`src/hw/epw_pkg.sv`:
```
`default_nettype none
package epw_pkg;
    // Wishbone word byte addresses.
    localparam logic [3:0] ADDR_CAPTURE_PWM_CONTROL = 4'h0;
    localparam logic [3:0] ADDR_PWM_DELAY_RESTART   = 4'h4;
    localparam logic [3:0] ADDR_PWM_PIN_STEERING    = 4'h8;
    localparam logic [3:0] ADDR_DUTY_HIGH_BYTE      = 4'hC;
    // Reset values.
    localparam logic [7:0] RST_CAPTURE_PWM_CONTROL = 8'h00;
    localparam logic [7:0] RST_PWM_DELAY_RESTART   = 8'h00;
    localparam logic [7:0] RST_PWM_PIN_STEERING    = 8'h01;
    localparam logic [7:0] RST_DUTY_HIGH_BYTE      = 8'h00;
    // Field positions.
    localparam int CFG_MSB      = 7;
    localparam int CFG_LSB      = 6;
    localparam int DUTY_LO_MSB  = 5;
    localparam int DUTY_LO_LSB  = 4;
    localparam int MODE_UP_MSB  = 3;
    localparam int MODE_UP_LSB  = 2;
    localparam int POL_MSB      = 1;
    localparam int POL_LSB      = 0;
    localparam int RSEN_BIT     = 7;
    localparam int SYNC_BIT     = 4;
    localparam logic [7:0] STEER_MASK = 8'h1F;
    localparam logic [1:0] MODE_PWM   = 2'h3;
    localparam logic [1:0] CFG_SINGLE = 2'h0;
    localparam logic [1:0] CFG_FWD    = 2'h1;
    localparam logic [1:0] CFG_HALF   = 2'h2;
    localparam logic [1:0] CFG_REV    = 2'h3;
    // Instruction cycle is four clocks.
    localparam logic [1:0] ICYC_LAST  = 2'h3;
    localparam logic [9:0] PERIOD_MAX = 10'h3FF;
endpackage : epw_pkg
`default_nettype wire

```
`src/hw/epw_edge_delay.sv`:
```
`default_nettype none
// Delays the rising edge of a level by count instruction cycles; falls at once.
module epw_edge_delay (
    input  wire logic       clk,
    input  wire logic       resetn,
    input  wire logic       icyc,
    input  wire logic       din,
    input  wire logic [6:0] count,
    output logic            dout
);
    logic [6:0] cnt;
    logic [6:0] next_cnt;
    logic       next_dout;

    always_comb begin
        next_cnt  = cnt;
        next_dout = dout;
        if (!din) begin
            next_cnt  = 7'h00;
            next_dout = 1'b0;
        end else if (!dout) begin
            // The count is checked every clock so that a count of N gives
            // exactly N instruction cycles, with no extra boundary wait.
            if (cnt >= count) begin
                next_dout = 1'b1;
            end else if (icyc) begin
                next_cnt = cnt + 7'h01;
            end
        end
    end

    always_ff @(posedge clk or negedge resetn) begin
        if (!resetn) begin
            cnt  <= 7'h00;
            dout <= 1'b0;
        end else begin
            cnt  <= next_cnt;
            dout <= next_dout;
        end
    end
endmodule : epw_edge_delay
`default_nettype wire

```
`src/hw/epw_sync2.sv`:
```
`default_nettype none
// Two-flop synchroniser.
module epw_sync2 (
    input  wire logic clk,
    input  wire logic resetn,
    input  wire logic din,
    output logic      dout
);
    logic meta;
    always_ff @(posedge clk or negedge resetn) begin
        if (!resetn) begin
            meta <= 1'b0;
            dout <= 1'b0;
        end else begin
            meta <= din;
            dout <= meta;
        end
    end
endmodule : epw_sync2
`default_nettype wire

```
`src/hw/epw_top.sv`:
```
// The register addresses and the Wishbone slave port are this design's own decisions.
`default_nettype none
module epw_top #(
    parameter bit FULL_BRIDGE = 1'b1
) (
    input  wire logic        clk,
    input  wire logic        resetn,
    input  wire logic        wb_cyc_i,
    input  wire logic        wb_stb_i,
    input  wire logic        wb_we_i,
    input  wire logic [3:0]  wb_adr_i,
    input  wire logic [3:0]  wb_sel_i,
    input  wire logic [31:0] wb_dat_i,
    output logic      [31:0] wb_dat_o,
    output logic             wb_ack_o,
    input  wire logic        shutdown_event,
    output logic             pwm_pin_a,
    output logic             pwm_pin_b,
    output logic             pwm_pin_c,
    output logic             pwm_pin_d,
    output logic      [3:0]  pin_owned,
    output logic      [9:0]  duty_value,
    output logic             shutdown_status_bit
);
    logic [7:0] capture_pwm_control;
    logic [7:0] pwm_delay_restart_control;
    logic [7:0] pwm_pin_steering;
    logic [7:0] duty_high_byte;
    logic [7:0] next_ctl, next_dly, next_str, next_duty;
    logic       next_ack;
    logic [31:0] next_rdata;
    logic       shut_sync;
    logic       next_shut;

    epw_sync2 u_shut_sync (
        .clk    (clk),
        .resetn (resetn),
        .din    (shutdown_event),
        .dout   (shut_sync)
    );

    // Register bus, one wait state: ack one cycle after request.
    logic wr_en;
    logic rd_lo;
    assign wr_en = wb_cyc_i && wb_stb_i && wb_we_i && !wb_ack_o && wb_sel_i[0];
    assign rd_lo = wb_cyc_i && wb_stb_i && !wb_we_i && !wb_ack_o;

    always_comb begin
        next_ctl   = capture_pwm_control;
        next_dly   = pwm_delay_restart_control;
        next_str   = pwm_pin_steering;
        next_duty  = duty_high_byte;
        next_ack   = wb_cyc_i && wb_stb_i && !wb_ack_o;
        next_rdata = 32'h0000_0000;
        if (wr_en) begin
            unique case (wb_adr_i)
                epw_pkg::ADDR_CAPTURE_PWM_CONTROL: next_ctl  = wb_dat_i[7:0];
                epw_pkg::ADDR_PWM_DELAY_RESTART:   next_dly  = wb_dat_i[7:0];
                epw_pkg::ADDR_PWM_PIN_STEERING:
                    next_str = wb_dat_i[7:0] & epw_pkg::STEER_MASK;
                epw_pkg::ADDR_DUTY_HIGH_BYTE:      next_duty = wb_dat_i[7:0];
                default: ;
            endcase
        end
        if (rd_lo) begin
            unique case (wb_adr_i)
                epw_pkg::ADDR_CAPTURE_PWM_CONTROL:
                    next_rdata = {24'h00_0000, capture_pwm_control};
                epw_pkg::ADDR_PWM_DELAY_RESTART:
                    next_rdata = {24'h00_0000, pwm_delay_restart_control};
                epw_pkg::ADDR_PWM_PIN_STEERING:
                    next_rdata = {24'h00_0000, pwm_pin_steering};
                epw_pkg::ADDR_DUTY_HIGH_BYTE:
                    next_rdata = {24'h00_0000, duty_high_byte};
                4'h1, 4'h5, 4'h9, 4'hD: next_rdata = {31'h0000_0000, shutdown_status_bit};
                default: next_rdata = 32'h0000_0000;
            endcase
        end
    end

    // Shutdown status: sticky; hardware set wins over software clear.
    logic sw_clr_shut;
    assign sw_clr_shut = wb_cyc_i && wb_stb_i && wb_we_i && !wb_ack_o && wb_sel_i[0]
                         && (wb_adr_i == 4'h1) && !wb_dat_i[0];
    always_comb begin
        next_shut = shutdown_status_bit;
        if (shut_sync) begin
            next_shut = 1'b1;
        end else if (pwm_delay_restart_control[epw_pkg::RSEN_BIT]) begin
            next_shut = 1'b0;
        end else if (sw_clr_shut) begin
            next_shut = 1'b0;
        end
    end

    always_ff @(posedge clk or negedge resetn) begin
        if (!resetn) begin
            capture_pwm_control       <= epw_pkg::RST_CAPTURE_PWM_CONTROL;
            pwm_delay_restart_control <= epw_pkg::RST_PWM_DELAY_RESTART;
            pwm_pin_steering          <= epw_pkg::RST_PWM_PIN_STEERING;
            duty_high_byte            <= epw_pkg::RST_DUTY_HIGH_BYTE;
            wb_ack_o                  <= 1'b0;
            wb_dat_o                  <= 32'h0000_0000;
            shutdown_status_bit       <= 1'b0;
        end else begin
            capture_pwm_control       <= next_ctl;
            pwm_delay_restart_control <= next_dly;
            pwm_pin_steering          <= next_str;
            duty_high_byte            <= next_duty;
            wb_ack_o                  <= next_ack;
            wb_dat_o                  <= next_rdata;
            shutdown_status_bit       <= next_shut;
        end
    end

    // Field decode.
    logic [1:0] cfg, mode_up, pol;
    logic       is_pwm;
    logic [6:0] dly_count;
    assign cfg       = capture_pwm_control[epw_pkg::CFG_MSB:epw_pkg::CFG_LSB];
    assign mode_up   = capture_pwm_control[epw_pkg::MODE_UP_MSB:epw_pkg::MODE_UP_LSB];
    assign pol       = capture_pwm_control[epw_pkg::POL_MSB:epw_pkg::POL_LSB];
    assign is_pwm    = (mode_up == epw_pkg::MODE_PWM);
    assign dly_count = pwm_delay_restart_control[6:0];

    // Timebase: instruction-cycle strobe and 10-bit period counter.
    logic [1:0] icnt, next_icnt;
    logic [9:0] pcnt, next_pcnt;
    logic       icyc, period_start;
    logic [9:0] next_duty_value;
    assign icyc         = (icnt == epw_pkg::ICYC_LAST);
    assign period_start = icyc && (pcnt == epw_pkg::PERIOD_MAX);
    always_comb begin
        next_icnt       = icnt + 2'h1;
        next_pcnt       = icyc ? pcnt + 10'h001 : pcnt;
        next_duty_value = duty_value;
        if (is_pwm && period_start) begin
            next_duty_value = {duty_high_byte,
                capture_pwm_control[epw_pkg::DUTY_LO_MSB:epw_pkg::DUTY_LO_LSB]};
        end
    end

    // Steering enables latched per sync mode.
    logic [3:0] steer_live, next_steer_live;
    always_comb begin
        next_steer_live = steer_live;
        if (pwm_pin_steering[epw_pkg::SYNC_BIT]) begin
            if (period_start) next_steer_live = pwm_pin_steering[3:0];
        end else if (icyc) begin
            next_steer_live = pwm_pin_steering[3:0];
        end
    end

    always_ff @(posedge clk or negedge resetn) begin
        if (!resetn) begin
            icnt       <= 2'h0;
            pcnt       <= 10'h000;
            duty_value <= 10'h000;
            steer_live <= 4'h1;
        end else begin
            icnt       <= next_icnt;
            pcnt       <= next_pcnt;
            duty_value <= next_duty_value;
            steer_live <= next_steer_live;
        end
    end

    // Raw waveform and delayed edges for both phases.
    logic raw, raw_n, mod_p, mod_n;
    assign raw   = is_pwm && !shutdown_status_bit && (pcnt < duty_value);
    assign raw_n = is_pwm && !shutdown_status_bit && !(pcnt < duty_value);

    epw_edge_delay u_dly_p (
        .clk    (clk),
        .resetn (resetn),
        .icyc   (icyc),
        .din    (raw),
        .count  (dly_count),
        .dout   (mod_p)
    );
    epw_edge_delay u_dly_n (
        .clk    (clk),
        .resetn (resetn),
        .icyc   (icyc),
        .din    (raw_n),
        .count  (dly_count),
        .dout   (mod_n)
    );

    // Output steering; pol bit 1 inverts A/C, bit 0 inverts B/D.
    logic [3:0] act, own, next_pins, next_own;
    always_comb begin
        act = 4'h0;
        own = 4'h0;
        if (!is_pwm) begin
            own = 4'h1;
        end else if (!FULL_BRIDGE) begin
            if (cfg[1]) begin
                act = {2'b00, mod_n, mod_p};
                own = 4'h3;
            end else begin
                act = {3'b000, mod_p};
                own = 4'h1;
            end
        end else begin
            unique case (cfg)
                epw_pkg::CFG_SINGLE: begin
                    act = {4{mod_p}} & steer_live;
                    own = steer_live;
                end
                epw_pkg::CFG_FWD: begin
                    act = {mod_p, 3'b001};
                    own = 4'hF;
                end
                epw_pkg::CFG_HALF: begin
                    act = {2'b00, mod_n, mod_p};
                    own = 4'h3;
                end
                epw_pkg::CFG_REV: begin
                    act = {2'b01, mod_p, 1'b0};
                    own = 4'hF;
                end
            endcase
        end
        next_own  = own;
        next_pins = own & (act ^ {pol[0], pol[1], pol[0], pol[1]});
        if (!is_pwm) begin
            next_pins = 4'h0;
        end
    end

    always_ff @(posedge clk or negedge resetn) begin
        if (!resetn) begin
            pwm_pin_a <= 1'b0;
            pwm_pin_b <= 1'b0;
            pwm_pin_c <= 1'b0;
            pwm_pin_d <= 1'b0;
            pin_owned <= 4'h0;
        end else begin
            pwm_pin_a <= next_pins[0];
            pwm_pin_b <= next_pins[1];
            pwm_pin_c <= next_pins[2];
            pwm_pin_d <= next_pins[3];
            pin_owned <= next_own;
        end
    end

    property p_steer_mask;
        @(posedge clk) disable iff (!resetn) pwm_pin_steering[7:5] == 3'b000;
    endproperty
    a_steer_mask: assert property (p_steer_mask) else $error("steer high bits set");

    property p_cc_owns_a;
        @(posedge clk) disable iff (!resetn) !is_pwm |=> pin_owned == 4'h1;
    endproperty
    a_cc_owns_a: assert property (p_cc_owns_a) else $error("capture pin ownership wrong");

    property p_fwd;
        @(posedge clk) disable iff (!resetn)
            (FULL_BRIDGE && is_pwm && cfg == epw_pkg::CFG_FWD && pol == 2'b00)
            |=> pwm_pin_a && !pwm_pin_b && !pwm_pin_c;
    endproperty
    a_fwd: assert property (p_fwd) else $error("forward bridge levels wrong");

    property p_rev;
        @(posedge clk) disable iff (!resetn)
            (FULL_BRIDGE && is_pwm && cfg == epw_pkg::CFG_REV && pol == 2'b00)
            |=> pwm_pin_c && !pwm_pin_a && !pwm_pin_d;
    endproperty
    a_rev: assert property (p_rev) else $error("reverse bridge levels wrong");

    property p_half_excl;
        @(posedge clk) disable iff (!resetn) !(mod_p && mod_n);
    endproperty
    a_half_excl: assert property (p_half_excl) else $error("both phases active");

    property p_autoclr;
        @(posedge clk) disable iff (!resetn)
            shutdown_status_bit && !shut_sync && pwm_delay_restart_control[epw_pkg::RSEN_BIT]
            |=> !shutdown_status_bit;
    endproperty
    a_autoclr: assert property (p_autoclr) else $error("auto restart missed");

    property p_sticky;
        @(posedge clk) disable iff (!resetn)
            shutdown_status_bit && !pwm_delay_restart_control[epw_pkg::RSEN_BIT] && !sw_clr_shut
            |=> shutdown_status_bit;
    endproperty
    a_sticky: assert property (p_sticky) else $error("shutdown flag lost");

    property p_sync_hold;
        @(posedge clk) disable iff (!resetn)
            pwm_pin_steering[epw_pkg::SYNC_BIT] && !period_start |=> $stable(steer_live);
    endproperty
    a_sync_hold: assert property (p_sync_hold) else $error("steering changed mid period");

    property p_async_apply;
        @(posedge clk) disable iff (!resetn)
            !pwm_pin_steering[epw_pkg::SYNC_BIT] && icyc |=> steer_live == $past(pwm_pin_steering[3:0]);
    endproperty
    a_async_apply: assert property (p_async_apply) else $error("steering not applied");
endmodule : epw_top
`default_nettype wire

```
`config.mk`:
```
export PLATFORM = sky130hd
export DESIGN_NAME = epw_top
export DESIGN_NICKNAME = d
export VERILOG_FILES = /design/src/hw/epw_pkg.sv /design/src/hw/epw_edge_delay.sv /design/src/hw/epw_sync2.sv /design/src/hw/epw_top.sv
export SDC_FILE = /design/constraint.sdc
export NUM_CORES = 1
export LEC_CHECK = 0
export BUFFER_PORTS_ARGS = -buffer_cell sky130_fd_sc_hd__buf_2
export CAP_MARGIN = 20
export CORE_ASPECT_RATIO = 0.6
export CORE_MARGIN = 3
export CORE_UTILIZATION = 60
export CTS_BUF_LIST = sky130_fd_sc_hd__clkbuf_4 sky130_fd_sc_hd__clkbuf_8
export CTS_CLUSTER_SIZE = 16
export DETAILED_ROUTE_END_ITERATION = 10
export PLACE_DENSITY_LB_ADDON = 0.25
export SLEW_MARGIN = 0
export SYNTH_ARGS = -nofsm -noshare
export SYNTH_HDL_FRONTEND = slang
export SYNTH_HIERARCHICAL = 1
export SYNTH_SLANG_ARGS = --single-unit
```
`constraint.sdc`:
```
create_clock -name clk -period 4 [get_ports clk]
set_input_delay 0.6 -clock clk [delete_from_list [all_inputs] [get_ports clk]]
set_output_delay 0.6 -clock clk [all_outputs]
set_load 0.01 [all_outputs]
```
-- Word level (Yosys, flattened, before mapping)
Cells that the tools add are included.
- register bits: 115
- bits in latches: 0
- bits in writable memories: 0
- ROM bits: 0
- input port bits: 46
- output and inout port bits: 52
- word-level logic and storage cells: 111
- memories kept: 0
- add/subtract/negate cells: 4
- multiply operators: 0
- div/mod/pow operators: 0
- $lt $le $gt $ge: 3
- eq/ne operators: 20
- shifts and indexed selects: 0
- multiplexer cells: 27
- bitwise logic cells: 3
- reduce and logical (&&, ||, !) cells: 32
- operators with widths (cell ; number):
    two-way mux 7 bit ; 8
    one-hot mux 8 bit (5 select lines) ; 1
    two-way mux 4 bit ; 6
    == test 4 bit, second input constant ; 4
    one-hot mux 4 bit (4 select lines) ; 1
    adder 7 x 1 -> 7 bit, second input constant ; 2
    greater-or-equal comparator 7 bit ; 2
    logical AND 1 bit ; 14
    != test 2 bit, second input constant ; 6
    one-hot mux 4 bit (3 select lines) ; 1
    adder 10 x 1 -> 10 bit, second input constant ; 1
    == test 10 bit, second input constant ; 1
    < comparator 10 bit ; 1
    AND reduction 2 bit ; 5
    two-way mux 1 bit ; 9
    bitwise AND 4 bit ; 2
    == test 2 bit, second input constant ; 4
    == test 4 x 3 -> 1 bit, second input constant ; 2
    two-way mux 8 bit ; 1
    AND reduction 3 bit ; 2
    zero test 1 bit ; 5
    == test 4 x 1 -> 1 bit, second input constant ; 1
    zero test 4 bit ; 1
    OR reduction 4 bit ; 1
    other kinds (8) ; 8

-- Logic depth before layout (Yosys ltp)
Gate-level depths: netlist of the first run.
- depth after elaboration: 9
- gate-level depth with buffers: 9
- depth with buffers taken out: 8

-- Cells and area by module
Netlist of the first run, hierarchy kept.
- modules (own cells, without submodules) (module ; times used ; cells an instance ; area an instance (um2) ; seq. area each (um2)):
    epw_top ; 1 ; 280 ; 3544.6 ; 1829.3
    epw_edge_delay ; 2 ; 64 ; 595.6 ; 200.2
    epw_sync2 ; 1 ; 2 ; 50.0 ; 50.0

-- Worst setup path after synthesis of the first run
Ideal clock, no wire load.
- kind: input-to-reg
- start point: input port wb_cyc_i
- end point: register pwm_delay_restart_control[0]
- setup time: 0.125 ns
- arrival time: 1.999 ns
- required time: 3.875 ns
- setup slack: 1.876 ns
- stages: 5
- buffers on the path: 1
- path through: nand3b_4 or4_1 buf_6 nor3b_4 mux2_2
- longest elaborated chain between the ends: 5
- ends and longest elaborated chain (element ; RTL line ; source):
    start: declaration ; epw_top.sv:8 ; input wire logic wb_cyc_i,
    logical AND 1 bit (4 in a row) ; epw_top.sv:45 ; assign wr_en = wb_cyc_i && wb_stb_i && wb_we_i && !wb_ack_o && wb_sel_i[0];
    AND reduction 2 bit (no source line) ; -- ;
    end signal: assignment ; epw_top.sv:99 ; pwm_delay_restart_control <= epw_pkg::RST_PWM_DELAY_RESTART;
    end signal: assignment ; epw_top.sv:107 ; pwm_delay_restart_control <= next_dly;
    end: declaration ; epw_top.sv:26 ; logic [7:0] pwm_delay_restart_control;
No other way between the ends.
A chain may end at the register's enable or synchronous reset.

-- Final worst setup path of the first run
- start point: register icnt[0]
- end point: register duty_value[1]
- longest elaborated chain between the ends: 3
- ends and longest elaborated chain (element ; RTL line ; source):
    start: declaration ; epw_top.sv:127 ; logic [1:0] icnt, next_icnt;
    start signal: assignment ; epw_top.sv:161 ; icnt <= next_icnt;
    == test 2 bit ; epw_top.sv:131 ; assign icyc = (icnt == epw_pkg::ICYC_LAST);
    net icyc ; epw_top.sv:129 ; logic icyc, period_start;
    logical AND 1 bit ; epw_top.sv:132 ; assign period_start = icyc && (pcnt == epw_pkg::PERIOD_MAX);
    logical AND 1 bit ; epw_top.sv:137 ; if (is_pwm && period_start) begin
    end signal: assignment ; epw_top.sv:163 ; duty_value <= next_duty_value;
    end: declaration ; epw_top.sv:22 ; output logic [9:0] duty_value,
The timed path passes the listed nets, and every way through them passes these cells.

==> flow_summary.yaml, run 1 <==
setup_path:
  arrival_ns: 2.78
  critical_path_buf_inv_count: 0
  critPathRequiredTime_ns: 4.26
  end_kind: "flip-flop"
  path_delay_family: "simple AND/OR/NAND/NOR gates"
  slowest_delay_ns: 0.68
  cp_slowest_cell: "nor4_4"
  cp_max_fo: 10
  crit_type: "flip-flop to flip-flop"
  crit_path_cell_trace: "ha_1 > and4_1 > nand3_2 > nor4_4 > mux2_2"
  startpoint_type: "flip-flop"
finish:
  fin_area_mm2: 0.00524
  instances_no_fill: 567
  final.fill_count: 573
  syn_to_final_growth_pct: 9.49
  diodes: 0
  drive_gt1_share_pct: 28.9
  final_nets: 531
sta:
  fin_crit_sh_pct: 62.9
  relSlewSlack_pct: 32.2
  finalMaxSlewViolations: 0
  min_period_ns: 2.52
  tns_ns: 0
  skew_ns: 0.0118
  setup_viol: 0
  fmax_mhz: 397
  timing.final.ws_setup_ns: 1.48
  tightest_slew_ns: 1.02
  rsz0062_at_grt: "no"
  hold_viol: 0
power_and_ir_drop:
  p_per_area_mw_per_mm2: 347
  irDropWorstVdd_v: 0.000260
  seq_power_share_pct: 53.9
  power_switching_share_pct: 25.1
  p_leak_nw: 2.58
  power.switching_mw: 0.457
  clkPwrFrac_pct: 38.3
  p_int_mw: 1.36
  combPwrFrac_pct: 7.8
  power.total_mw: 1.82
route:
  first_pass_iters: 4
  wl_per_cell_um: 17.6
  postRouteAntennaNets: 0
  drc_errors: 0
  vias: 3172
  totalWireLength_um: 9990
  viasPerCell: 5.59
  drtIter0Drc: 279
clocking:
  path_clk_slew_ns: 0.10
  clockBufferDepth: 2
  clkSinkCount: 91
  cts_resized: 0
  cts_buffers: 9
  tritoncts: "built"
  cts.htree.levels: 3
  worst_skew_pair.late_latency_ns: 0.37
  post_cts_buffers: 0
  cts_hold_buffers: 0
  cts_root_buffer: "clkbuf_8"
synthesis:
  synth.distinct_cells: 51
  synthCells: 410
  synth_area_per_cell_um2: 11.7
  synth-main-ff-cell: "dfrtp_1"
  seq_area_frac_synth_pct: 47.6
  yosys.area.top_type: "dfrtp_1"
  async_flop_share_pct: 100
  synth.cell_area_mm2: 0.00479
  yosys.area.top_type_share_pct: 46.5
  synth_area_leaders: "dfrtp_1 47%, mux2_2 10%, ha_1 7.1%"
  ys_seq_elements: 91
  synth_edf_count: 0
  yosysWarnings: 6
outcome:
  outcome: "complete, no violations"
global_route:
  track_usage_pct: 23.7
  grt_max_degree: 77
  grt_pass1_wl_um: 16200
  antenna_found_initial: 0
  grt_pass1_vias: 3113
  grt_overflow: 0
placed_design:
  gp_routability_congestion: 0.797
  pre_cts_slack_ns: 1.45
  place_inst: 551
  placed_area_mm2: 0.00502
  dp_hpwl_um: 7380
  place.port_buffers: 46
floorplan:
  die_area_mm2: 0.00912
  die_w_um: 121
  fp.dieH_um: 75.2
  start_util_pct: 63.8
  core_mm2: 0.00751
  rows: 24
  io_pins: 98
hold_path:
  hp-class: "input port to flip-flop"
job:
  cap_viol_max_count: 0
-- worst register-to-register path, delay by kind of cell, from the launching register on --
family	cells	cell delay, ns
simple gates	3	1.16
fa+ha+maj	1	0.46
mux	1	0.41
flops	1	0.37
-- power by group through the flow --
stage | clock [mW] | sequential [mW] | combinational [mW]
floorplan | 0 | 0.982 | 0.112
global placement | 0 | 0.994 | 0.135
detailed placement | 0 | 0.997 | 0.141
CTS | 0.705 | 0.979 | 0.142
global route | 0.744 | 0.983 | 0.160
finish | 0.697 | 0.980 | 0.141
-- cells by family (layout without fill, tap and decap cells) --
| kind of cell | after synthesis | count (layout) | share of synthesized area (%) |
|---|---|---|---|
| AO/OA/AOI/OAI | 34 | 34 | 5.54 |
| XOR/XNOR | 14 | 14 | 2.56 |
| adder cells (fa/ha/maj) | 27 | 27 | 7.06 |
| buffers and inverters | 67 | 97 | 7.40 |
| flip-flops | 91 | 91 | 47.6 |
| multiplexers | 65 | 65 | 16.1 |
| other | 1 | 24 | 0.0784 |
| AND/OR/NAND/NOR | 111 | 111 | 13.6 |
-- stage by stage --
| stage | hold WS [ns] | util [%] |
|---|---|---|
| 3_5_place_dp | 0.346 | 66.8 |
| 5_1_grt | 0.323 | 69.8 |
| 6_report | 0.337 | 69.8 |
| 3_3_place_gp | 0.336 | 66.8 |
| 4_1_cts | 0.321 | 69.8 |
| 2_1_floorplan | 0.304 | - |
-- metal layers --
layer / global-route usage, % / wire length [µm] / up-vias
met3: 6.01 / 642 / 13
met4: 6.83 / 110 / 0
met5: 0 / 0 / -
li1: - / - / 1467
met1: 32.5 / 4550 / 1597
met2: 38.4 / 4690 / 95
-- synth_stat cells (6+ instances only) --
| cell | count |
|---|---|
| and3_1 | 6 |
| nand2b_1 | 11 |
| mux2_2 | 44 |
| nor2b_1 | 12 |
| inv_1 | 32 |
| clkbuf_1 | 6 |
| mux2i_1 | 13 |
| xnor2_1 | 10 |
| a21oi_1 | 13 |
| nand4_1 | 9 |
| dfrtp_1 | 89 |
| ha_1 | 27 |
| nand2_1 | 27 |
| nor2_1 | 18 |
| buf_4 | 25 |
-- final cells by class --
cell class	count	area [µm²]	area share, %
clock inverter	7	100	1.91
sequential	91	2280	43.5
tap	104	130	2.48
multi-input combinational	275	2240	42.7
timing repair buffer	47	240	4.58
inverter	34	128	2.44
clock buffer	9	124	2.36
-- sequential cells by signal, summed over array words and instances (netlist names), 2 cells and up --
register / flops
steer_live: 4
pwm_delay_restart_control: 8
pcnt: 10
u_dly_n/cnt: 7
icnt: 2
wb_dat_o: 8
pwm_pin_steering: 5
capture_pwm_control: 8
duty_value: 10
duty_high_byte: 8
u_dly_p/cnt: 7
pin_owned: 4
-- worst paths after layout --
| path | start | end | slack (ns) | cells after the start |
|---|---|---|---|---|
| min reg2reg | u_shut_sync/meta | u_shut_sync/dout | 0.37 | 0 |
| min | shutdown_event | u_shut_sync/meta | 0.34 | 1 |
| max reg2reg | icnt[0] | duty_value[1] | 1.48 | 5 |
| min in group asynchronous | resetn | pcnt[1] | 0.36 | 1 |
| max | icnt[0] | duty_value[1] | 1.48 | 5 |
| max in group asynchronous | resetn | pwm_pin_b | 2.86 | 2 |
-- layout by cell type (no fill, tap or decap), types with 3 or more instances in the layout --
cell / instances
inv_1: 32
conb_1: 24
dfrtp_1: 89
ha_1: 27
xnor2_1: 10
a21oi_1: 13
buf_2: 45
a22oi_1: 4
nand2b_1: 11
mux4_2: 5
mux2i_1: 13
nand2_1: 27
mux2_1: 3
mux2_2: 44
nand3_1: 5
clkbuf_8: 9
and3_1: 6
clkinvlp_4: 3
nor2_1: 18
nor3_1: 5
xor2_1: 4
nor2b_1: 12
nand4_1: 9
Power figures use the tool's default switching activity.
==> inputs of run 2 (changes only) <==
Settings changed: CORE_UTILIZATION 60 to 51.
Clock period 4 ns to 2.16 ns, I/O delays scaled along.
==> run 2 against run 1 <==
Register-to-register slack got worse by 1.3 ns. Worst setup slack got worse by 1.3 ns. Cell area grew 3.4%. Clock skew decreased by 0.0036 ns. Global-route usage fell by 3.2 points. Via count is 0.73% lower. Total power grew 86%. Worst hold slack worse by 0.27 ns. Sequential power increased by 86%. Sequential share of layout area is 1.4 points lower. Non-clock buffer count increased by 13. Fmax is 25% higher. Critical path type unchanged. Critical endpoint is now steer_live[2]. Highest routed layer unchanged.
==> flow_summary.yaml, run 2 (same netlist as run 1, synthesis figures left out) <==
global_route:
  grt_overflow: 0
  grt_pass1_vias: 3261
  antenna_found_initial: 0
  track_usage_pct: 20.6
  grt_pass1_wl_um: 16500
  grt_max_degree: 46
setup_path:
  critPathRequiredTime_ns: 2.41
  cp_max_fo: 5
  ff2ff_path_depth: 6
  crit_type: "flip-flop to flip-flop"
  arrival_ns: 2.26
  startpoint_type: "flip-flop"
  end_kind: "flip-flop"
sta:
  hold_viol: 0
  min_period_ns: 2.01
  whs_ns: 0.0669
  tns_ns: 0
  setup_viol: 0
  skew_ns: 0.00829
  fin_crit_sh_pct: 93.2
  fmax_mhz: 497
  rsz0062_at_grt: "no"
  finalMaxSlewViolations: 0
placed_design:
  place.port_buffers: 46
  gp_routability_congestion: 0.810
  place_inst: 585
  dp_hpwl_um: 7660
power_and_ir_drop:
  p_per_area_mw_per_mm2: 625
  irDropWorstVdd_v: 0.000357
  p_leak_nw: 2.68
clocking:
  cts_buffers: 9
  path_clk_slew_ns: 0.09
  clockBufferDepth: 2
  cts.htree.levels: 3
  clkSinkCount: 91
  post_cts_buffers: 0
  tritoncts: "built"
  cts_root_buffer: "clkbuf_8"
  worst_skew_pair.late_latency_ns: 0.36
finish:
  final.fill_count: 704
  layout_common_cells: "89 x dfrtp_1, 45 x buf_2, 44 x mux2_2, 32 x inv_1"
  finish.utilization_pct: 61.4
  seq_area_mm2: 0.00228
  instances_no_fill: 602
  reg_top3: "duty_value: 10 flops, pcnt: 10 flops"
  final_common_cell: "dfrtp_1"
  diodes: 0
  multi_input_area_mm2: 0.00224
  drive_gt1_share_pct: 30.9
  final_nets: 544
  syn_to_final_growth_pct: 13.2
route:
  viasPerCell: 5.23
  vias: 3149
  first_pass_iters: 4
  totalWireLength_um: 9890
  drtIter0Drc: 227
  postRouteAntennaNets: 0
  drc_errors: 0
  wl_per_cell_um: 16.4
floorplan:
  fp.dieH_um: 81.0
  die_w_um: 131
  start_util_pct: 54.3
  core_mm2: 0.00882
  io_pins: 98
  rows: 26
  die_area_mm2: 0.0106
hold_path:
  hp-class: "input port to flip-flop"
  hold_depth: 1
job:
  cap_viol_max_count: 0
outcome:
  outcome: "complete, no violations"
[run 2: cell types whose count changed in the layout (fill, tap and decap cells not counted), sizes merged]
cell         previous run  this run
clkbuf                  9        11
clkinvlp                3         0
buf                    47        59
clkinv                  1         2
dlygate4sd3             0         1
[run 2: per-stage QoR]
stage	setup WS, ns	total power, mW	cell area (µm²)
final	0.147	3.38	5420
after global routing	0.00250	3.55	5420
after CTS	0.0550	3.44	5410
after detailed placement	0.0695	2.11	5170
after global placement	0.115	2.10	5170
after floorplan	0.0898	2.03	4870
[run 2: final cells by class]
class | instances | share of cell area (%)
inverters | 34 | 2.36
clock buffers | 11 | 2.68
multi-input cells | 275 | 41.4
flip-flops and latches | 91 | 42.1
repair buffers | 60 | 6.98
clock inverters | 5 | 1.59
well taps | 126 | 2.91
[run 2: critical path: stages (launching register included)]
cell	delay, ns
dfrtp_1	0.45
ha_1	0.21
and4_1	0.24
nand3_2	0.16
o32ai_2	0.31
buf_4	0.20
mux2_2	0.34
[run 2: final timing paths]
kind / slack, ns / end / start
setup reg to reg: 0.15 / steer_live[2] / pcnt[0]
hold reg to reg: 0.36 / u_shut_sync/dout / u_shut_sync/meta
setup / recovery: 0.15 / steer_live[2] / pcnt[0]
hold / removal: 0.07 / u_shut_sync/meta / shutdown_event
max in group asynchronous: 1.14 / u_dly_n/cnt[3] / resetn
min in group asynchronous: 0.41 / shutdown_status_bit / resetn
[run 2: timing repair]
| item | CTS | global route |
|---|---|---|
| hold buffers | 1 | 0 |
| resized for setup | 0 | 1 |
| endpoints found under the hold margin | 25 | 0 |
| endpoints found under the setup margin | 0 | 2 |
[run 2: metal layers]
| metal | up-vias | GRT usage, % | share of wire [%] | wire length [µm] |
|---|---|---|---|---|
| li1 | 1492 | - | - | - |
| met5 | - | 0 | 0 | 0 |
| met4 | 0 | 4.52 | 0.76 | 75 |
| met2 | 75 | 32.3 | 45 | 4450 |
| met1 | 1572 | 28.8 | 47 | 4700 |
| met3 | 10 | 5.58 | 6.7 | 665 |
[run 2: where the power goes]
part	switching (mW)	internal, mW
Clock	0.597	0.705
Sequential	0.0608	1.75
Combinational	0.152	0.114
==> inputs of run 3 (changes only) <==
Settings changed: ABC_CLOCK_PERIOD_IN_PS from default to 2230, CORE_UTILIZATION 51 to 57.
Clock period 2.16 ns to 2.23 ns, I/O delays scaled along.
==> run 3 against run 2 <==
The flow now finishes with violations (hold timing). Register-to-register slack lost 0.02 ns. Total power is 3.1% lower. Largest power group unchanged. Worst hold slack lost 0.080 ns. Largest cell class unchanged. Sequential share of layout area grew 0.51 points. Critical path depth fell by 1. Highest routed layer unchanged. Clock skew rose by 0.0013 ns. Combinational power down 3%.
==> flow_summary.yaml, run 3 (same netlist as run 1, synthesis figures left out) <==
outcome:
  outcome: "complete, but fails checks"
  violations: "hold timing"
sta:
  fmax_mhz: 475
  fin_crit_sh_pct: 94.5
  setup_viol: 0
  finalMaxSlewViolations: 0
  skew_ns: 0.00959
  hold_viol: 4
  min_period_ns: 2.11
  whs_ns: -0.0135
  tns_ns: 0
  rsz0062_at_grt: "no"
route:
  met3_wirelength_um: 772
  vias: 3135
  viasPerCell: 5.40
  drc_errors: 0
  met2_length_um: 4230
  first_pass_iters: 4
  top_layer: "met4"
  totalWireLength_um: 9610
  drt-met1-wl_um: 4530
  wl_per_cell_um: 16.5
  drtIter0Drc: 262
  postRouteAntennaNets: 0
job:
  cap_viol_max_count: 0
clocking:
  worst_skew_pair.late_latency_ns: 0.37
  path_clk_slew_ns: 0.09
  cts_buffers: 9
  cts.htree.levels: 3
  tritoncts: "built"
  clkSinkCount: 91
  cts_resized: 0
  post_cts_buffers: 0
  cts_root_buffer: "clkbuf_8"
  cts_hold_buffers: 0
  clockBufferDepth: 2
floorplan:
  die_area_mm2: 0.00957
  core_mm2: 0.00801
  rows: 25
  io_pins: 98
  die_w_um: 124
  start_util_pct: 59.8
  fp.dieH_um: 77.0
global_route:
  grt_overflow: 0
  grt_pass1_wl_um: 15800
  grt_max_degree: 92
  grt_pass1_vias: 3003
  track_usage_pct: 21.0
  antenna_found_initial: 0
finish:
  final_nets: 541
  syn_to_final_growth_pct: 11.8
  layout_common_cells: "89 x dfrtp_1, 45 x buf_2, 44 x mux2_2, 32 x inv_1"
  drive_gt1_share_pct: 30.4
  reg_top3: "duty_value: 10 flops, pcnt: 10 flops"
  final_common_cell: "dfrtp_1"
  final.fill_count: 597
  diodes: 0
setup_path:
  ff2ff_path_depth: 5
  startpoint_type: "flip-flop"
  arrival_ns: 2.37
  cp_max_fo: 8
  crit_type: "flip-flop to flip-flop"
  end_kind: "flip-flop"
  r2r-end: "pwm_delay_restart_control[0]"
  reg2reg_slack_ns: 0.12
  critPathRequiredTime_ns: 2.49
  rr_startpoint: "wb_ack_o"
  startpoint: "wb_ack_o"
power_and_ir_drop:
  p_per_area_mw_per_mm2: 613
  seq_power_share_pct: 53.5
  irDropWorstVdd_v: 0.000607
  p_int_mw: 2.49
  power_switching_share_pct: 24.1
  clkPwrFrac_pct: 38.7
  power.switching_mw: 0.791
  p_leak_nw: 2.66
  combPwrFrac_pct: 7.8
placed_design:
  dp_hpwl_um: 7220
  place.port_buffers: 46
  gp_routability_congestion: 0.786
hold_path:
  hp-class: "input port to async pin"
[run 3: worst max path at each step]
stage / to / slack, ns / cells after the start
after floorplan: duty_value[0] / 0.16 / 6
after global routing: pwm_delay_restart_control[0] / 0.05 / 5
after global placement: pwm_pin_steering[2] / 0.12 / 5
after detailed placement: pwm_pin_steering[3] / 0.07 / 5
final: pwm_delay_restart_control[0] / 0.12 / 5
after CTS: pwm_pin_steering[3] / 0.06 / 4
[run 3: power by group through the flow]
| stage | sequential (mW) | combinational, mW | clock [mW] |
|---|---|---|---|
| floorplan | 1.76 | 0.201 | 0 |
| global placement | 1.78 | 0.247 | 0 |
| detailed placement | 1.79 | 0.256 | 0 |
| CTS | 1.75 | 0.258 | 1.30 |
| global route | 1.76 | 0.289 | 1.37 |
| finish | 1.75 | 0.257 | 1.27 |
[run 3: layout make-up]
type / count / area (µm²) / share of cell area, %
Inverter: 34 / 128 / 2.38
Sequential cell: 91 / 2280 / 42.6
Multi-Input combinational cell: 275 / 2240 / 41.8
Clock inverter: 5 / 85.1 / 1.59
Timing Repair Buffer: 57 / 340 / 6.36
Tap cell: 108 / 135 / 2.53
Clock buffer: 11 / 145 / 2.71
[run 3: worst max-delay path, stage by stage (launching register included)]
cell	delay [ns]
dfrtp_1	0.39
nand3b_4	0.18
or4_1	0.66
nor3b_4	0.27
buf_12	0.16
mux2_2	0.33
[run 3: per-layer routing]
metal,global-route usage [%],vias to the layer above
met5,0,-
met4,6.02,0
met3,5.43,8
met2,30.8,97
met1,30.9,1542
li1,-,1488
[run 3: metrics by stage]
stage | utilization [%] | power, mW | instance area, µm² | setup slack, ns | std cells
floorplan | - | 1.96 | 4870 | 0.160 | 433
global placement | 63.9 | 2.03 | 5110 | 0.118 | 564
detailed placement | 63.9 | 2.04 | 5110 | 0.0726 | 564
CTS | 66.7 | 3.31 | 5340 | 0.0587 | 580
global route | 66.8 | 3.43 | 5350 | 0.0507 | 581
finish | 66.8 | 3.28 | 5350 | 0.123 | 581
